## config.mk

```make
export PLATFORM = sky130hd
export DESIGN_NAME = watchdog_interval_timer_ch0
export DESIGN_NICKNAME = d
export VERILOG_FILES = /design/src/logic/wdt_pkg.sv /design/src/logic/watchdog_interval_timer_ch0.sv
export SDC_FILE = /design/constraint.sdc
export NUM_CORES = 1
export LEC_CHECK = 0
export BUFFER_PORTS_ARGS = -buffer_cell sky130_fd_sc_hd__buf_2
export CAP_MARGIN = 20
export CORE_MARGIN = 4
export CORE_UTILIZATION = 40
export DETAILED_ROUTE_END_ITERATION = 6
export PLACE_DENSITY = 0.66
export SLEW_MARGIN = 10
export SYNTH_ARGS = -nofsm -noshare
export SYNTH_HDL_FRONTEND = slang
export SYNTH_SLANG_ARGS = --single-unit
```

## constraint.sdc

```tcl
create_clock -name clk -period 2.4 [get_ports clk]
set_input_delay 0.48 -clock clk [delete_from_list [all_inputs] [get_ports clk]]
set_output_delay 0.48 -clock clk [all_outputs]
set_load 0.01 [all_outputs]
```

## src/logic/wdt_pkg.sv

```systemverilog
// ************************************************************
// watchdog channel 0 constants
// ************************************************************
package wdt_pkg;
  // ************************************************************
  // register byte addresses (word aligned)
  // ************************************************************
  localparam logic [3:0] ADDR_COUNT   = 4'h0;  // watchdog_count
  localparam logic [3:0] ADDR_CTRL    = 4'h4;  // watchdog_control_status
  localparam logic [3:0] ADDR_IRQ_ST  = 4'h8;  // sticky event status
  localparam logic [3:0] ADDR_IRQ_MSK = 4'hC;  // event mask
  // control/status field positions
  localparam int OVF_BIT  = 7;  // overflow_flag
  localparam int MODE_BIT = 6;  // timer_mode_select, 1 = watchdog
  localparam int EN_BIT   = 5;  // timer_enable_bit
  localparam int RSV_BIT  = 4;  // reserved, reads zero
  localparam int ACT_BIT  = 3;  // overflow action, 1 = internal reset
  // event status bit positions
  localparam int EV_ITV   = 0;  // interval overflow
  localparam int EV_NMI   = 1;  // nmi request
  localparam int EV_RST   = 2;  // internal reset request
  localparam logic [7:0] CTRL_RESET  = 8'h00;
  localparam logic [7:0] COUNT_RESET = 8'h00;
  localparam logic [7:0] COUNT_MAX   = 8'hFF;
  // prescaler divisors per clock-select code
  localparam int DIV_000 = 2;
  localparam int DIV_001 = 32;
  localparam int DIV_010 = 128;
  localparam int DIV_011 = 512;
  localparam int DIV_100 = 2048;
  localparam int DIV_101 = 8192;
  localparam int DIV_110 = 32768;
  localparam int DIV_111 = 131072;
  localparam int PRE_W   = 17;  // prescaler width, covers 131072
  // bus answer states
  typedef enum logic [1:0] {
    BUS_IDLE = 2'b01,
    BUS_ACK  = 2'b10
  } bus_state_e;
endpackage : wdt_pkg

```

## src/logic/watchdog_interval_timer_ch0.sv

```systemverilog
// Operation
// - 8-bit counter, software readable and writable
// - enable high: count on selected tick
// - enable low: counter halted at zero
// - wrap FF to 00 sets overflow flag
// - internal reset clears overflow flag
// - zero clears flag only after read-while-set
// - writing enable zero clears overflow flag
// - writes of one to flag ignored
// - mode bit: 0 interval, 1 watchdog
// - watchdog overflow: action 0 nmi, 1 reset
// - codes 000,010,111 select /2,/128,/131072
// - codes 011,100 select /512,/2048
// - interval mode overflow raises interval interrupt
`timescale 1ns/1ns
module watchdog_interval_timer_ch0
  import wdt_pkg::*;
#(
  parameter int DIV_001_P = DIV_001,
  parameter int DIV_101_P = DIV_101,
  parameter int DIV_110_P = DIV_110
) (
  input  wire logic        clk,
  input  wire logic        rst_b,
  input  wire logic [3:0]  address,
  input  wire logic        read,
  input  wire logic        write,
  input  wire logic [31:0] writedata,
  input  wire logic [3:0]  byteenable,
  output      logic [31:0] readdata,
  output      logic        waitrequest,
  output      logic        interval_overflow_interrupt,
  output      logic        nmi_request,
  output      logic        internal_reset_request,
  output      logic        irq
);

  // ************************************************************
  // state
  // ************************************************************
  bus_state_e       bus_r;        // answer state
  logic [7:0]       count_r;      // watchdog_count
  logic             ovf_r;        // overflow_flag
  logic             mode_r;       // timer_mode_select
  logic             en_r;         // timer_enable_bit
  logic             act_r;        // overflow action select
  logic [2:0]       cks_r;        // clock_select_bit2..0
  logic             armed_r;      // flag seen set by a read
  logic [PRE_W-1:0] pre_r;        // system_clock_prescaler
  logic [2:0]       ev_r;         // sticky event status
  logic [2:0]       msk_r;        // event mask
  logic [31:0]      rdata_r;      // registered read data

  // ************************************************************
  // bus decode
  // ************************************************************
  logic       acc;        // access taken this cycle
  logic       wr_en;      // write accepted
  logic       rd_en;      // read accepted
  logic       wr_count;   // write to counter low byte
  logic       wr_ctrl;    // write to control low byte
  logic       wr_st;      // write to event status
  logic       wr_msk;     // write to mask
  logic       tick;       // selected prescaler tick
  logic       wrap;       // counter wraps this cycle
  logic [7:0] ctrl_view;  // control register image

  // one wait cycle on every access, answer in the second
  assign acc         = (read | write) & (bus_r == BUS_IDLE);
  assign waitrequest = (read | write) & (bus_r != BUS_ACK);
  assign wr_en       = write & (bus_r == BUS_ACK);
  assign rd_en       = read & (bus_r == BUS_ACK);
  assign wr_count    = wr_en & (address == ADDR_COUNT) & byteenable[0];
  assign wr_ctrl     = wr_en & (address == ADDR_CTRL) & byteenable[0];
  assign wr_st       = wr_en & (address == ADDR_IRQ_ST) & byteenable[0];
  assign wr_msk      = wr_en & (address == ADDR_IRQ_MSK) & byteenable[0];

  // bus answer sequencer
  always_ff @(posedge clk or negedge rst_b) begin
    if (!rst_b) begin
      bus_r <= BUS_IDLE;
    end else begin
      case (bus_r)
        BUS_IDLE: begin
          if (acc) begin
            bus_r <= BUS_ACK;
          end
        end
        BUS_ACK: begin
          bus_r <= BUS_IDLE;  // request released after answer
        end
        default: begin
          bus_r <= BUS_IDLE;
        end
      endcase
    end
  end

  // reserved bit always reads zero
  assign ctrl_view = {ovf_r, mode_r, en_r, 1'b0, act_r, cks_r};

  // ************************************************************
  // prescaler and tick select
  // ************************************************************
  // free running; a clock-select change may give one short period
  always_ff @(posedge clk or negedge rst_b) begin
    if (!rst_b) begin
      pre_r <= '0;
    end else begin
      pre_r <= pre_r + 1'b1;
    end
  end

  // tick when the low bits of the prescaler roll over
  function automatic logic roll(input logic [PRE_W-1:0] p, input int div);
    logic [PRE_W-1:0] m;
    m = PRE_W'(div - 1);
    return (p & m) == m;
  endfunction : roll

  always_comb begin
    tick = 1'b0;
    case (cks_r)
      3'h0:    tick = roll(pre_r, DIV_000);
      3'h1:    tick = roll(pre_r, DIV_001_P);
      3'h2:    tick = roll(pre_r, DIV_010);
      3'h3:    tick = roll(pre_r, DIV_011);
      3'h4:    tick = roll(pre_r, DIV_100);
      3'h5:    tick = roll(pre_r, DIV_101_P);
      3'h6:    tick = roll(pre_r, DIV_110_P);
      3'h7:    tick = roll(pre_r, DIV_111);
      default: tick = 1'b0;
    endcase
  end

  // counter wraps only on an enabled tick at max, not during a counter write
  assign wrap = en_r & tick & (count_r == COUNT_MAX) & ~wr_count;

  // ************************************************************
  // counter
  // ************************************************************
  // software write beats a coincident count-up
  always_ff @(posedge clk or negedge rst_b) begin
    if (!rst_b) begin
      count_r <= COUNT_RESET;
    end else if (!en_r || (wr_ctrl && !writedata[EN_BIT])) begin
      count_r <= COUNT_RESET;
    end else if (wr_count) begin
      count_r <= writedata[7:0];
    end else if (tick) begin
      count_r <= count_r + 8'h01;
    end
  end

  // ************************************************************
  // control/status fields
  // ************************************************************
  always_ff @(posedge clk or negedge rst_b) begin
    if (!rst_b) begin
      mode_r <= CTRL_RESET[MODE_BIT];
      en_r   <= CTRL_RESET[EN_BIT];
      act_r  <= CTRL_RESET[ACT_BIT];
      cks_r  <= CTRL_RESET[2:0];
    end else if (wr_ctrl) begin
      mode_r <= writedata[MODE_BIT];
      en_r   <= writedata[EN_BIT];
      act_r  <= writedata[ACT_BIT];
      cks_r  <= writedata[2:0];
    end
  end

  // read of control while flag set arms the clear
  always_ff @(posedge clk or negedge rst_b) begin
    if (!rst_b) begin
      armed_r <= 1'b0;
    end else if (!ovf_r) begin
      armed_r <= 1'b0;
    end else if (rd_en && address == ADDR_CTRL) begin
      armed_r <= 1'b1;
    end
  end

  // overflow flag: a new wrap wins over any clear
  always_ff @(posedge clk or negedge rst_b) begin
    if (!rst_b) begin
      ovf_r <= 1'b0;
    end else if (wrap && !(mode_r && act_r)) begin
      ovf_r <= 1'b1;
    end else if (wrap) begin
      ovf_r <= 1'b0;  // internal reset clears it
    end else if (wr_ctrl && !writedata[EN_BIT]) begin
      ovf_r <= 1'b0;
    end else if (wr_ctrl && armed_r && !writedata[OVF_BIT]) begin
      ovf_r <= 1'b0;  // one written here is ignored
    end
  end

  // ************************************************************
  // overflow actions
  // ************************************************************
  // one-cycle request pulses, registered
  always_ff @(posedge clk or negedge rst_b) begin
    if (!rst_b) begin
      interval_overflow_interrupt <= 1'b0;
      nmi_request                 <= 1'b0;
      internal_reset_request      <= 1'b0;
    end else begin
      interval_overflow_interrupt <= wrap & ~mode_r;
      nmi_request                 <= wrap & mode_r & ~act_r;
      internal_reset_request      <= wrap & mode_r & act_r;
    end
  end

  // ************************************************************
  // interrupt status and mask
  // ************************************************************
  logic [2:0] ev_set;  // events this cycle
  assign ev_set = {wrap & mode_r & act_r, wrap & mode_r & ~act_r, wrap & ~mode_r};

  // write one to clear; a same-cycle event stays set
  always_ff @(posedge clk or negedge rst_b) begin
    if (!rst_b) begin
      ev_r <= 3'h0;
    end else if (wr_st) begin
      ev_r <= (ev_r & ~writedata[2:0]) | ev_set;
    end else begin
      ev_r <= ev_r | ev_set;
    end
  end

  // mask register, one enables the event
  always_ff @(posedge clk or negedge rst_b) begin
    if (!rst_b) begin
      msk_r <= 3'h0;
    end else if (wr_msk) begin
      msk_r <= writedata[2:0];
    end
  end

  assign irq = |(ev_r & msk_r);

  // ************************************************************
  // read data
  // ************************************************************
  // captured at the first access cycle, stands at the answer
  always_ff @(posedge clk or negedge rst_b) begin
    if (!rst_b) begin
      rdata_r <= 32'h0;
    end else if (acc && read) begin
      case (address)
        ADDR_COUNT:   rdata_r <= {24'h0, count_r};
        ADDR_CTRL:    rdata_r <= {24'h0, ctrl_view};
        ADDR_IRQ_ST:  rdata_r <= {29'h0, ev_r};
        ADDR_IRQ_MSK: rdata_r <= {29'h0, msk_r};
        default:      rdata_r <= 32'h0;  // unmapped reads zero
      endcase
    end
  end

  assign readdata = rdata_r;

  // ************************************************************
  // checks
  // ************************************************************
  property p_halt;
    @(posedge clk) disable iff (!rst_b) !en_r |=> count_r == 8'h00;
  endproperty
  a_halt: assert property (p_halt) else $error("counter not held at zero");

  property p_wrap_flag;
    @(posedge clk) disable iff (!rst_b)
      (wrap && !(mode_r && act_r)) |=> ovf_r && count_r == 8'h00;
  endproperty
  a_wrap_flag: assert property (p_wrap_flag) else $error("wrap did not set flag");

  property p_rst_clear;
    @(posedge clk) disable iff (!rst_b)
      (wrap && mode_r && act_r) |=> internal_reset_request && !ovf_r;
  endproperty
  a_rst_clear: assert property (p_rst_clear) else $error("reset action wrong");

  property p_no_clear_unarmed;
    @(posedge clk) disable iff (!rst_b)
      (ovf_r && !armed_r && wr_ctrl && writedata[EN_BIT] && !wrap) |=> ovf_r;
  endproperty
  a_no_clear_unarmed: assert property (p_no_clear_unarmed)
    else $error("flag cleared without read");

  property p_en_clear;
    @(posedge clk) disable iff (!rst_b)
      (wr_ctrl && !writedata[EN_BIT] && !wrap) |=> !ovf_r;
  endproperty
  a_en_clear: assert property (p_en_clear) else $error("flag kept after disable");

  property p_one_ignored;
    @(posedge clk) disable iff (!rst_b)
      (!ovf_r && !wrap) |=> !ovf_r;
  endproperty
  a_one_ignored: assert property (p_one_ignored) else $error("flag set without wrap");

  property p_nmi;
    @(posedge clk) disable iff (!rst_b)
      (wrap && mode_r && !act_r) |=> nmi_request && !internal_reset_request;
  endproperty
  a_nmi: assert property (p_nmi) else $error("nmi not requested");

  property p_itv;
    @(posedge clk) disable iff (!rst_b)
      (wrap && !mode_r) |=> interval_overflow_interrupt && ev_r[EV_ITV];
  endproperty
  a_itv: assert property (p_itv) else $error("interval interrupt missing");

  // status bit holds until software writes a one to it
  property p_sticky;
    @(posedge clk) disable iff (!rst_b)
      (ev_r[EV_ITV] && !(wr_st && writedata[EV_ITV])) |=> ev_r[EV_ITV];
  endproperty
  a_sticky: assert property (p_sticky) else $error("status bit lost");

  property p_step;
    @(posedge clk) disable iff (!rst_b)
      (en_r && tick && !wr_en) |=> count_r == $past(count_r) + 8'h01;
  endproperty
  a_step: assert property (p_step) else $error("counter did not step");

  // a clock-select write may move away from code 000 before the third cycle
  property p_div2;
    @(posedge clk) disable iff (!rst_b)
      (cks_r == 3'h0 && tick) |=> !tick ##1 (tick || cks_r != 3'h0);
  endproperty
  a_div2: assert property (p_div2) else $error("divide by two wrong");

  // main scenarios reached
  c_itv: cover property (@(posedge clk) disable iff (!rst_b) interval_overflow_interrupt);
  c_wrap: cover property (@(posedge clk) disable iff (!rst_b) wrap);
  c_nmi: cover property (@(posedge clk) disable iff (!rst_b) nmi_request);
  c_rst: cover property (@(posedge clk) disable iff (!rst_b) internal_reset_request);
  c_arm_clear: cover property (@(posedge clk) disable iff (!rst_b) armed_r ##1 !ovf_r);

endmodule : watchdog_interval_timer_ch0

```

==> Yosys cells after proc, flatten, opt, wreduce, memory -nomap -nowiden <==
Cells that the tools add are included.
{ "classes": {"n_bitwise": 28, "mux": 14, "n_reduce_logical": 17, "eq_ne": 23, "addsub": 2} }
{ "ops": {"columns": ["cell", "count"], "rows": [
  ["$pmux 8 s4", 1],
  ["$mux 8", 3],
  ["$and 1x1->1", 19],
  ["$add 17x1->17 const B", 1],
  ["$eq 17x17->1 const B", 1],
  ["$eq 15x15->1 const B", 1],
  ["$eq 13x13->1 const B", 1],
  ["$eq 3x3->1 const B", 4],
  ["$eq 11x11->1 const B", 1],
  ["$eq 9x9->1 const B", 1],
  ["$add 8x1->8 const B", 1],
  ["$eq 4x4->1 const B", 2],
  ["$eq 8x8->1 const B", 1],
  ["$pmux 1 s8", 1],
  ["$eq 7x7->1 const B", 1],
  ["$logic_and 1x1->1", 7],
  ["$and 3x3->3", 2],
  ["$eq 3x2->1 const B", 2],
  ["$mux 1", 6],
  ["$or 3x3->3", 2],
  ["$eq 5x5->1 const B", 1],
  ["$eq 4x3->1 const B", 1],
  ["$logic_not 1->1", 4],
  ["$logic_not 4->1", 1],
  ["15 further kinds", 19]
]} }
{ "word_totals": {"in_bits": 44, "word_cells": 99, "register_bits": 76} }

==> Depth between registers and ports, before layout <==
Gate-level depths: netlist of run 1.
{ "depth": {"word_depth": 10, "ltp_mapped": 11} }

==> Least setup slack after synthesis of run 1 <==
No wires, ideal clock.
{ "synth_timing": {"path_kind": "flip-flop to flip-flop", "start": "register pre_r[0]", "end": "register ovf_r", "t_arrival_ns": 2.423, "n_path_buf": 0, "setup_slack_ns": -0.103, "period_less_slack_ns": 2.503, "path_stages_with_launch": 11, "path_cell_list": "dfrtp_1 ha_1 nand4_2 nor2_1 and2_1 ha_1 nand2_1 a21oi_1 o221ai_2 a2111oi_4 mux2i_1"} }
{ "synth_via": {"elab_chain_cells": 7, "word_cells_on_any_way": 15, "classes_between": "eq/ne (7); mux (3); bitwise (3); reduce/logical (2)"} }
{ "synth_lines": {"columns": ["item", "line_no", "rtl"], "rows": [
  ["start: declaration", "watchdog_interval_timer_ch0.sv:49", "logic [PRE_W-1:0] pre_r;"],
  ["start signal: assignment", "watchdog_interval_timer_ch0.sv:110", "pre_r <= pre_r + 1'b1;"],
  ["$eq 17x17->1, or another cell as far along", "watchdog_interval_timer_ch0.sv:118", "return (p & m) == m;"],
  ["$pmux 1 s8 (*)", "watchdog_interval_timer_ch0.sv:123", "case (cks_r)"],
  ["$and 1x1->1 (*) (3 in series)", "watchdog_interval_timer_ch0.sv:137", "assign wrap = en_r & tick & (count_r == COUNT_MAX) & ~wr_count;"],
  ["$mux 1 / $logic_and 1x1->1 (equally long branches)", "watchdog_interval_timer_ch0.sv:189, watchdog_interval_timer_ch0.sv:187", null],
  ["$mux 1 / $reduce_bool 4->1 (equally long branches)", null, null],
  ["end signal: assignment", "watchdog_interval_timer_ch0.sv:186", "ovf_r <= 1'b0;"],
  ["end signal: assignment", "watchdog_interval_timer_ch0.sv:188", "ovf_r <= 1'b1;"],
  ["end signal: assignment", "watchdog_interval_timer_ch0.sv:190", "ovf_r <= 1'b0;"],
  ["end: declaration", "watchdog_interval_timer_ch0.sv:43", "logic ovf_r;"]
]} }
Every way passes the cells marked *; elsewhere a longest branch is shown, timed or not.
A chain may end at the register's enable or synchronous reset.

==> Final worst setup path of run 1 <==
{ "layout_timing": {"start": "register pre_r[1]", "end": "register ovf_r"} }
The elaborated chain is that of the path after synthesis.

==> results_dict.tcl, run 1 <==
set metrics [dict create \
    finalHoldViolations 0 \
    internal_power_mw 1.37 \
    drt_pass1_iterations 4 \
    grt_pass1_vias 1953 \
    rsz0062_at_grt "yes" \
    crit_slowest_cell "dfrtp_1" \
    fin_cells 406 \
    io_pins 81 \
    fin_ws_ns 0.0360 \
    cts_max_level 2 \
    clock-root-buffer "clkbuf_8" \
    place_ws_ns -0.0359 \
    leakage_nw 1.54 \
    critical_path_class "reg2reg" \
    dp_hpwl_mm 4.40 \
    crit_start "pre_r[1]" \
    yosys_warnings 0 \
    grt_pass1_wl_mm 9.91 \
    power_frac_clock 0.311 \
    clk_pin_slew_ns 0.09 \
    status "completed" \
    reg2reg_from "pre_r[1]" \
    drt-initial-drc-count 113 \
    cts_buffer_depth 2 \
    syn_area_per_cell_um2 11.0 \
    cp_data_required_time_ns 2.63 \
    coreArea_um2 6870 \
    routabilityCongestion 0.836 \
    cp.depth 12 \
    nNetsFinal 358 \
    syn_to_final_growth_pct 16.0 \
    p_per_area_nw_per_um2 566 \
    clkSinkCount 52 \
    cts_tree "yes" \
    syn_inst 260 \
    postRouteAntennaNets 0 \
    portBuffers 29 \
    tns_ns 0 \
    grt_use_total 0.144 \
    hp-class "in2async" \
    drcViolationCount 0 \
    critical-path-max-stage-delay_ns 0.40 \
    synth_cell_types 49 \
    cts_buffers 5 \
    cp.arrival_ns 2.59 \
    setup-violations-final 0 \
    dp_cells 395 \
    antenna_found_initial 0 \
    path_max_fanout 7 \
    postCtsHoldBufs 0 \
    die_h_um 92.7 \
    path_buf_inv 2 \
    netlist_area_um2 2870 \
    vdd.ir_drop.worst_mv 0.303 \
    fin_hold_ws_ns 0.151 \
    via_per_inst 4.96 \
    vias 2014 \
    ys_seq_area_frac 0.453 \
    dieArea_um2 8600 \
    grt_max_degree 53 \
    drv_slew 0 \
    fin_crit_sh 0.985 \
    synth-edff-count 0 \
    reg2reg_depth 12 \
    clock.fmax_mhz 423 \
    power_switching_mw 0.516 \
    wirelength_mm 5.95 \
    endpoint_kind "register" \
    seq_power_share 0.520 \
    die_w_um 92.7 \
    critPathTopFamily "compound AO/OA/AOI/OAI gates" \
    maxCapViolations 0 \
    fin_crit_ns 2.36 \
    drive_gt1_frac 0.294 \
    cp-start-kind "register" \
    insertion_delay_ns 0.30 \
    num_antenna_cells 0 \
    num-fill-cells 625 \
    avgRoutedWirePerCell_um 14.6 \
    p_comb_frac 0.169 \
    path_cells "ha_4, nand4_4, nor2_4, buf_4, and2_4, ha_4, nand2_2, a21oi_2, o221ai_4, a2111oi_4, buf_4, mux2i_1" \
    ys_seq_elements 52 \
    total_power_mw 1.89 \
    initial_core_util 0.418 \
    synthFlopType "dfrtp_1" \
    grt-ovfl-total 0 \
    async_flop_share 1.00 \
    fin_skew_ns 0.00610 \
    p_sw_frac 0.274 \
    rows 30 \
]
==> layer usage <==
layer / global-route usage / up-vias / wire length (µm)
li1: - / 986 / -
met1: 0.205 / 983 / 2820
met2: 0.222 / 37 / 2820
met3: 0.0260 / 8 / 212
met4: 0.0440 / 0 / 95
met5: 0 / - / 0
==> Yosys cell counts (3+ instances only) <==
master | n | area share
o32ai_2 | 6 | 0.034
mux4_2 | 3 | 0.024
mux2_2 | 9 | 0.035
o21ai_0 | 5 | 0.0087
mux2i_1 | 9 | 0.031
a21oi_1 | 13 | 0.023
nor3_1 | 3 | 0.0052
and2_1 | 7 | 0.015
nor2_1 | 13 | 0.017
buf_4 | 24 | 0.063
nand3_1 | 11 | 0.019
ha_1 | 5 | 0.022
nor2b_1 | 4 | 0.0087
a22o_1 | 5 | 0.015
dfrtp_1 | 51 | 0.44
xnor2_1 | 8 | 0.024
nand4_1 | 5 | 0.011
and3_1 | 8 | 0.017
nand2_1 | 16 | 0.021
inv_1 | 15 | 0.020
o31ai_1 | 4 | 0.010
xor2_1 | 4 | 0.012
==> registers in the layout, indices dropped and copies added (netlist names) <==
register and flops:
ovf_r 1, en_r 1, armed_r 1, bus_r 2, mode_r 1, ev_r 3, cks_r 3, msk_r 3
pre_r 17, readdata 8, interval_overflow_interrupt 1, nmi_request 1, internal_reset_request 1, count_r 8, act_r 1
==> cell families (layout without fill, tap and decap cells) <==
family	after synthesis	count (layout)	share of synthesized area
multiplexers	21	21	0.0902
buffers and inverters	43	70	0.0932
XOR/XNOR	12	12	0.0366
AO/OA/AOI/OAI	45	45	0.145
flip-flops	52	52	0.453
adder cells (fa/ha/maj)	5	5	0.0218
AND/OR/NAND/NOR	81	81	0.159
other	1	24	0.00131
==> per-stage QoR <==
step           cell area [µm²]  utilization
2_1_floorplan             2960            -
3_3_place_gp              3140        0.457
3_5_place_dp              3140        0.457
4_1_cts                   3310        0.483
5_1_grt                   3330        0.485
6_report                  3330        0.485
==> repair_timing <==
item | CTS | global route
endpoints found under the setup margin | 13 | 9
pin swaps | 6 | 2
setup buffers | 1 | 2
resized for setup | 10 | 2
gates cloned | 0 | 0
==> cell type report <==
cell class	count	area, µm²	area share
Clock buffer	6	72.6	0.0218
Clock inverter	2	35.0	0.0105
Inverter	15	56.3	0.0169
Multi-Input combinational cell	188	1450	0.436
Sequential cell	52	1300	0.391
Tap cell	96	120	0.0360
Timing Repair Buffer	47	293	0.0878
==> power groups by stage <==
| stage | Clock [mW] | Sequential [mW] | Combinational (mW) |
|---|---|---|---|
| after detailed placement | 0 | 0.994 | 0.309 |
| after CTS | 0.609 | 0.980 | 0.320 |
| after global placement | 0 | 0.995 | 0.302 |
| after floorplan | 0 | 0.983 | 0.227 |
| final | 0.587 | 0.981 | 0.318 |
| after global routing | 0.643 | 0.991 | 0.352 |
==> cells in the final DEF, fill, tap and decap left out, types with 2 or more instances in the layout <==
master     n
dfrtp_1   51
buf_2     29
conb_1    24
buf_4     17
inv_1     15
nand2_1   15
a21oi_1   12
nor2_1    12
nand3_1   11
mux2i_1    9
mux2_2     9
and3_1     8
xnor2_1    8
o32ai_2    6
nand4_1    5
and2_1     5
a22o_1     5
o21ai_0    5
clkbuf_8   5
xor2_1     4
nor2b_1    4
o31ai_1    4
nor3_1     3
mux4_2     3
ha_1       3
nand2b_1   2
nor3b_1    2
ha_4       2
==> worst paths after layout <==
| check | to | slack, ns |
|---|---|---|
| max in group asynchronous | bus_r[0] | 1.96 |
| hold reg to reg | pre_r[15] | 0.48 |
| hold / removal | act_r | 0.15 |
| setup reg to reg | ovf_r | 0.04 |
| setup / recovery | ovf_r | 0.04 |
| min in group clk | bus_r[0] | 0.40 |
Note: power is estimated with default switching activity, not from simulation.
==> inputs of run 2 (changes only) <==
--- a/config.mk
+++ b/config.mk
@@ -5,12 +5,13 @@
 export SDC_FILE = /design/constraint.sdc
 export NUM_CORES = 1
 export LEC_CHECK = 0
+export ABC_AREA = 1
 export BUFFER_PORTS_ARGS = -buffer_cell sky130_fd_sc_hd__buf_2
 export CAP_MARGIN = 20
 export CORE_MARGIN = 4
 export CORE_UTILIZATION = 40
+export CTS_CLUSTER_SIZE = 40
 export DETAILED_ROUTE_END_ITERATION = 6
-export PLACE_DENSITY = 0.66
 export SLEW_MARGIN = 10
 export SYNTH_ARGS = -nofsm -noshare
 export SYNTH_HDL_FRONTEND = slang
==> constraint.sdc (replaced) <==
create_clock -name clk -period 2.5 [get_ports clk]
set_input_delay 0.5 -clock clk [delete_from_list [all_inputs] [get_ports clk]]
set_output_delay 0.5 -clock clk [all_outputs]
set_load 0.01 [all_outputs]
==> run 2 against run 1 <==
Highest routed layer unchanged. Combinational power decreased by 16%. Utilization decreased by 3.2 points. Critical endpoint is now count_r[3]. First-iteration DRC count decreased by 24%. Critical path depth increased by 5. Die area decreased by 0.96%. Sequential cell count unchanged. Sequential share of layout area increased by 3.0 points. Hold slack improved by 0.15 ns.
==> results_dict.tcl, run 2 <==
set metrics [dict create \
    status "completed" \
    drt_pass1_iterations 4 \
    grt_pass1_wl_mm 9.41 \
    syn_area_per_cell_um2 8.34 \
    fin_hold_ws_ns 0.300 \
    maxCapViolations 0 \
    endpoint_kind "register" \
    postCtsHoldBufs 0 \
    place_area_um2 3010 \
    stdcell_area_um2 3090 \
    drive_gt1_frac 0.176 \
    place_ws_ns 0.273 \
    die_h_um 92.3 \
    insertion_delay_ns 0.30 \
    io_pins 81 \
    synth_most_common_cell "nand2_1" \
    cts_tree "yes" \
    drv_slew 0 \
    coreArea_um2 6830 \
    grt_max_degree 53 \
    portBuffers 29 \
    p_per_area_nw_per_um2 545 \
    fin_cells 472 \
    largest_reg_flops 17 \
    leakage_nw 1.60 \
    finalHoldViolations 0 \
    dp_cells 464 \
    largest-register "pre_r" \
    fin_skew_ns 0.0117 \
    critical_path_class "reg2reg" \
    fin_crit_ns 2.21 \
    syn_inst 341 \
    cp.arrival_ns 2.43 \
    regToRegSetupSlack_ns 0.29 \
    netlist_area_um2 2840 \
    total_power_mw 1.69 \
    ys_seq_area_frac 0.458 \
    yosys.area.top_type "dfrtp_1" \
    cts_max_level 2 \
    dieArea_um2 8520 \
    tightestPinTransition_ns 0.661 \
    cp-start-kind "register" \
    grt_use_total 0.135 \
    antenna_found_initial 0 \
    drt-initial-drc-count 86 \
    cts_buffer_depth 2 \
    fin_ws_ns 0.290 \
    yosysTopAreaCellShare 0.449 \
    clkSinkCount 52 \
    drcViolationCount 0 \
    cts_resized 0 \
    synthFlopType "dfrtp_1" \
    hp-class "in2async" \
    max_slew_margin 0.560 \
    setup-violations-final 0 \
    layout_commonest_cell "nand2_1" \
    ys_top_cells_by_area "dfrtp_1 (45%), nand2_1 (9.9%), buf_4 (6.3%)" \
    via_per_inst 4.63 \
    path_max_fanout 13 \
    async_flop_share 1.00 \
    rows 30 \
    fin_crit_sh 0.884 \
    die_w_um 92.3 \
    rsz0062_at_grt "no" \
    syn_to_final_growth_pct 8.85 \
    final_util 0.453 \
    critical-path-max-stage-delay_ns 0.38 \
    synth-edff-count 0 \
    final_cell_mix "nand2_1 (75), dfrtp_1 (51), inv_1 (36)" \
    postRouteAntennaNets 0 \
    synth_cell_types 38 \
    avgRoutedWirePerCell_um 12.1 \
    grt-ovfl-total 0 \
    clock.fmax_mhz 453 \
    tns_ns 0 \
    clock-root-buffer "clkbuf_8" \
    crit_slowest_cell "dfrtp_1" \
    dp_hpwl_mm 4.42 \
    cts_buffers 5 \
    routabilityCongestion 0.831 \
    path_cells "ha_1, nand2_2, nor2_4, nand2_4, nor2_8, nand2_2, nor2_1, ha_1, and3_1, nor2_1, nand2_1, nand2_1, nand2_2, nand2_4, nand2_4, nand2_1, o21ai_1" \
    num_antenna_cells 0 \
    yosys_warnings 0 \
    vdd.ir_drop.worst_mv 0.273 \
    grt_pass1_vias 2044 \
    ys_top_cells_by_count "nand2_1 (75), dfrtp_1 (51), inv_1 (36), nor2_1 (28), buf_4 (24)" \
    clk_pin_slew_ns 0.10 \
    initial_core_util 0.416 \
    postCtsSetupBuffers 0 \
    ys_seq_elements 52 \
    wirelength_mm 5.71 \
    nNetsFinal 424 \
    cp_data_required_time_ns 2.72 \
    vias 2183 \
]
[run 2: cell types whose count changed after synthesis, sizes merged, moves of 7 or more]
cell / change
nand2: +66
inv: +26
nor2: +23
o21ai: +21
nand3: +13
mux2: -9
mux2i: -9
and2: -7
and3: -7
[run 2: worst paths after layout]
| check | from | to | cells after the start |
|---|---|---|---|
| setup / recovery | pre_r[0] | count_r[3] | 17 |
| hold / removal | rst_b | pre_r[13] | 2 |
| setup reg to reg | pre_r[0] | count_r[3] | 17 |
| hold reg to reg | pre_r[0] | pre_r[0] | 1 |
| max in group asynchronous | rst_b | en_r | 2 |
| min in group clk | writedata[6] | mode_r | 3 |
[run 2: critical path: cells and delay by family, from the launching register on]
kind,cells,cell delay (ns)
AO/OA/AOI/OAI,1,0.07
flip-flops,1,0.38
AND/OR/NAND/NOR,14,1.32
adder cells (fa/ha/maj),2,0.36
[run 2: where the power goes]
group | leakage, nW | internal [mW] | total (mW) | switching (mW)
clock | 0.0412 | 0.196 | 0.473 | 0.276
combinational | 0.884 | 0.0767 | 0.266 | 0.189
sequential | 0.678 | 0.906 | 0.948 | 0.0422
[run 2: cell type report]
class                   instances  area [µm²]
multi-input cells             244        1270
repair buffers                 31         160
clock buffers                   6        72.6
well taps                      96         120
clock inverters                 2        12.5
flip-flops and latches         52        1300
inverters                      41         154
fillers                       705        3740
[run 2: logic make-up (layout without fill, tap and decap cells)]
group                    Yosys count  after routing  share of synthesized area
flip-flops                        52             52                      0.458
AO/OA/AOI/OAI                     51             51                      0.102
XOR/XNOR                          12             12                     0.0370
buffers and inverters             68             80                      0.125
other                              1             24                    0.00132
AND/OR/NAND/NOR                  152            152                      0.255
adder cells (fa/ha/maj)            5              5                     0.0220
[run 2: per-layer routing]
layer / vias up / track usage / share of wire
met4: 0 / 0.0297 / 0.011
met5: - / 0 / 0
met2: 49 / 0.219 / 0.45
met1: 1010 / 0.189 / 0.49
met3: 6 / 0.0244 / 0.043
li1: 1118 / - / -
==> inputs of run 3 (changes only) <==
--- a/config.mk
+++ b/config.mk
@@ -5,7 +5,6 @@
 export SDC_FILE = /design/constraint.sdc
 export NUM_CORES = 1
 export LEC_CHECK = 0
-export ABC_AREA = 1
 export BUFFER_PORTS_ARGS = -buffer_cell sky130_fd_sc_hd__buf_2
 export CAP_MARGIN = 20
 export CORE_MARGIN = 4
==> run 3 against run 2 <==
Worst setup slack worse by 0.23 ns. Via count down 7.5%. Power up 2.8%. Critical endpoint is now ovf_r. Largest power group unchanged. Combinational power up 14%. Sequential power down 0.7%.
==> results_dict.tcl, run 3 (same netlist as run 1, synthesis figures left out) <==
set metrics [dict create \
    endpoint_kind "register" \
    fin_skew_ns 0.00342 \
    drcViolationCount 0 \
    rsz0062_at_grt "yes" \
    crit_start "pre_r[1]" \
    drt_pass1_iterations 4 \
    grt_use_total 0.141 \
    p_per_area_nw_per_um2 522 \
    antenna_found_initial 0 \
    cts_max_level 2 \
    routabilityCongestion 0.774 \
    reg2reg_from "pre_r[1]" \
    largest-register "pre_r" \
    wirelength_mm 5.89 \
    cts_buffer_depth 2 \
    r2r_end "ovf_r" \
    clk_pin_slew_ns 0.09 \
    path_cells "ha_4, nand4_4, nor2_4, buf_6, and2_4, ha_4, nand2_2, a21oi_2, o221ai_4, a2111oi_4, buf_4, mux2i_1" \
    dieArea_um2 8600 \
    die_h_um 92.7 \
    rows 30 \
    fin_crit_sh 0.977 \
    vias 2019 \
    path_max_fanout 7 \
    clock.fmax_mhz 409 \
    critical-path-max-stage-delay_ns 0.42 \
    largest_reg_flops 17 \
    dp_cells 393 \
    postCtsHoldBufs 0 \
    grt_pass1_wl_mm 9.50 \
    fin_cells 403 \
    cp.arrival_ns 2.67 \
    finalHoldViolations 0 \
    regToRegSetupSlack_ns 0.06 \
    postRouteAntennaNets 0 \
    grt-ovfl-total 0 \
    leakage_nw 1.52 \
    setup-violations-final 0 \
    avgRoutedWirePerCell_um 14.6 \
    grt_pass1_vias 1880 \
    die_w_um 92.7 \
    cp_data_required_time_ns 2.73 \
    reg2reg_depth 12 \
    syn_to_final_growth_pct 15.6 \
    num-fill-cells 644 \
    cp_common_cell "ha_4" \
    vdd.ir_drop.worst_mv 0.217 \
    drv_slew 0 \
    max_slew_margin 0.617 \
    final_cell_mix "dfrtp_1 (51), buf_2 (29), conb_1 (24)" \
    drive_gt1_frac 0.303 \
    num_antenna_cells 0 \
    tightestPinTransition_ns 0.575 \
    total_power_mw 1.73 \
    endpoint "ovf_r" \
    cts_buffers 5 \
    cts_tree "yes" \
    status "completed" \
    via_per_inst 5.01 \
    clkSinkCount 52 \
    portBuffers 29 \
    layout_commonest_cell "dfrtp_1" \
    critical_path_class "reg2reg" \
    clock-root-buffer "clkbuf_8" \
    cp-start-kind "register" \
    initial_core_util 0.418 \
    coreArea_um2 6870 \
    grt_max_degree 29 \
    hp-class "in2async" \
    crit_slowest_cell "dfrtp_1" \
    io_pins 81 \
    drt-initial-drc-count 71 \
    maxCapViolations 0 \
    nNetsFinal 355 \
    dp_hpwl_mm 4.52 \
    fin_crit_ns 2.44 \
    insertion_delay_ns 0.30 \
]
-- run 3: cell count changes in the layout (fill, tap and decap cells not counted), sizes merged, moves of 6 or more --
cell | before | now
and3 | 1 | 8
o21ai | 27 | 6
nand3 | 24 | 11
buf | 31 | 44
o32ai | 0 | 6
inv | 41 | 15
nand2 | 82 | 16
nor2 | 36 | 13
and2 | 0 | 7
mux2i | 0 | 9
mux2 | 0 | 9
-- run 3: power breakdown --
| group | internal, mW | switching (mW) | leakage, nW | total (mW) |
|---|---|---|---|---|
| Sequential | 0.893 | 0.0480 | 0.699 | 0.941 |
| Clock | 0.222 | 0.268 | 0.0510 | 0.490 |
| Combinational | 0.124 | 0.179 | 0.769 | 0.303 |
-- run 3: critical path: cells and delay by family, from the launching register on --
family	cells	cell delay, ns
adder cells (fa/ha/maj)	2	0.30
multiplexers	1	0.17
AND/OR/NAND/NOR	4	0.49
flip-flops	1	0.42
AO/OA/AOI/OAI	3	0.68
buffers and inverters	2	0.32
-- run 3: timing repair --
action / in CTS / in global routing
buffers inserted: 0 / 2
resized for setup: 3 / 16
pin swaps: 0 / 6
setup endpoints to repair: 8 / 15
-- run 3: how the worst min path moves through the flow --
stage | to | from | slack, ns | cells after the start
finish | pre_r[15] | rst_b | 0.19 | 1
global route | pre_r[15] | rst_b | 0.22 | 1
CTS | pre_r[15] | rst_b | 0.19 | 1
detailed placement | pre_r[6] | pre_r[6] | 0.46 | 1
global placement | pre_r[6] | pre_r[6] | 0.46 | 1
floorplan | act_r | rst_b | 0.20 | 0
-- run 3: per-layer routing --
layer / part of all wire / GRT usage
met5: 0 / 0
met4: 0.0093 / 0.0476
met3: 0.043 / 0.0244
met2: 0.47 / 0.208
met1: 0.48 / 0.208
-- run 3: stage by stage --
stage                     instance area [µm²]  worst slack (ns)  TNS (ns)   util  hold slack, ns
after floorplan                          2960            0.0879         0      -           0.204
after global placement                   3130            -0.134     -1.03  0.455           0.460
after detailed placement                 3130            -0.168     -1.22  0.455           0.462
after CTS                                3230            0.0139         0  0.470           0.191
after global routing                     3320           -0.0839    -0.269  0.483           0.215
final                                    3320            0.0579         0  0.483           0.186
-- run 3: area by class of cell --
type	instances	area (µm²)	area share
multi-input cells	188	1480	0.444
well taps	96	120	0.0362
inverters	15	56.3	0.0170
clock inverters	2	10.0	0.00301
clock buffers	6	82.6	0.0249
flip-flops and latches	52	1300	0.392
repair buffers	44	274	0.0825
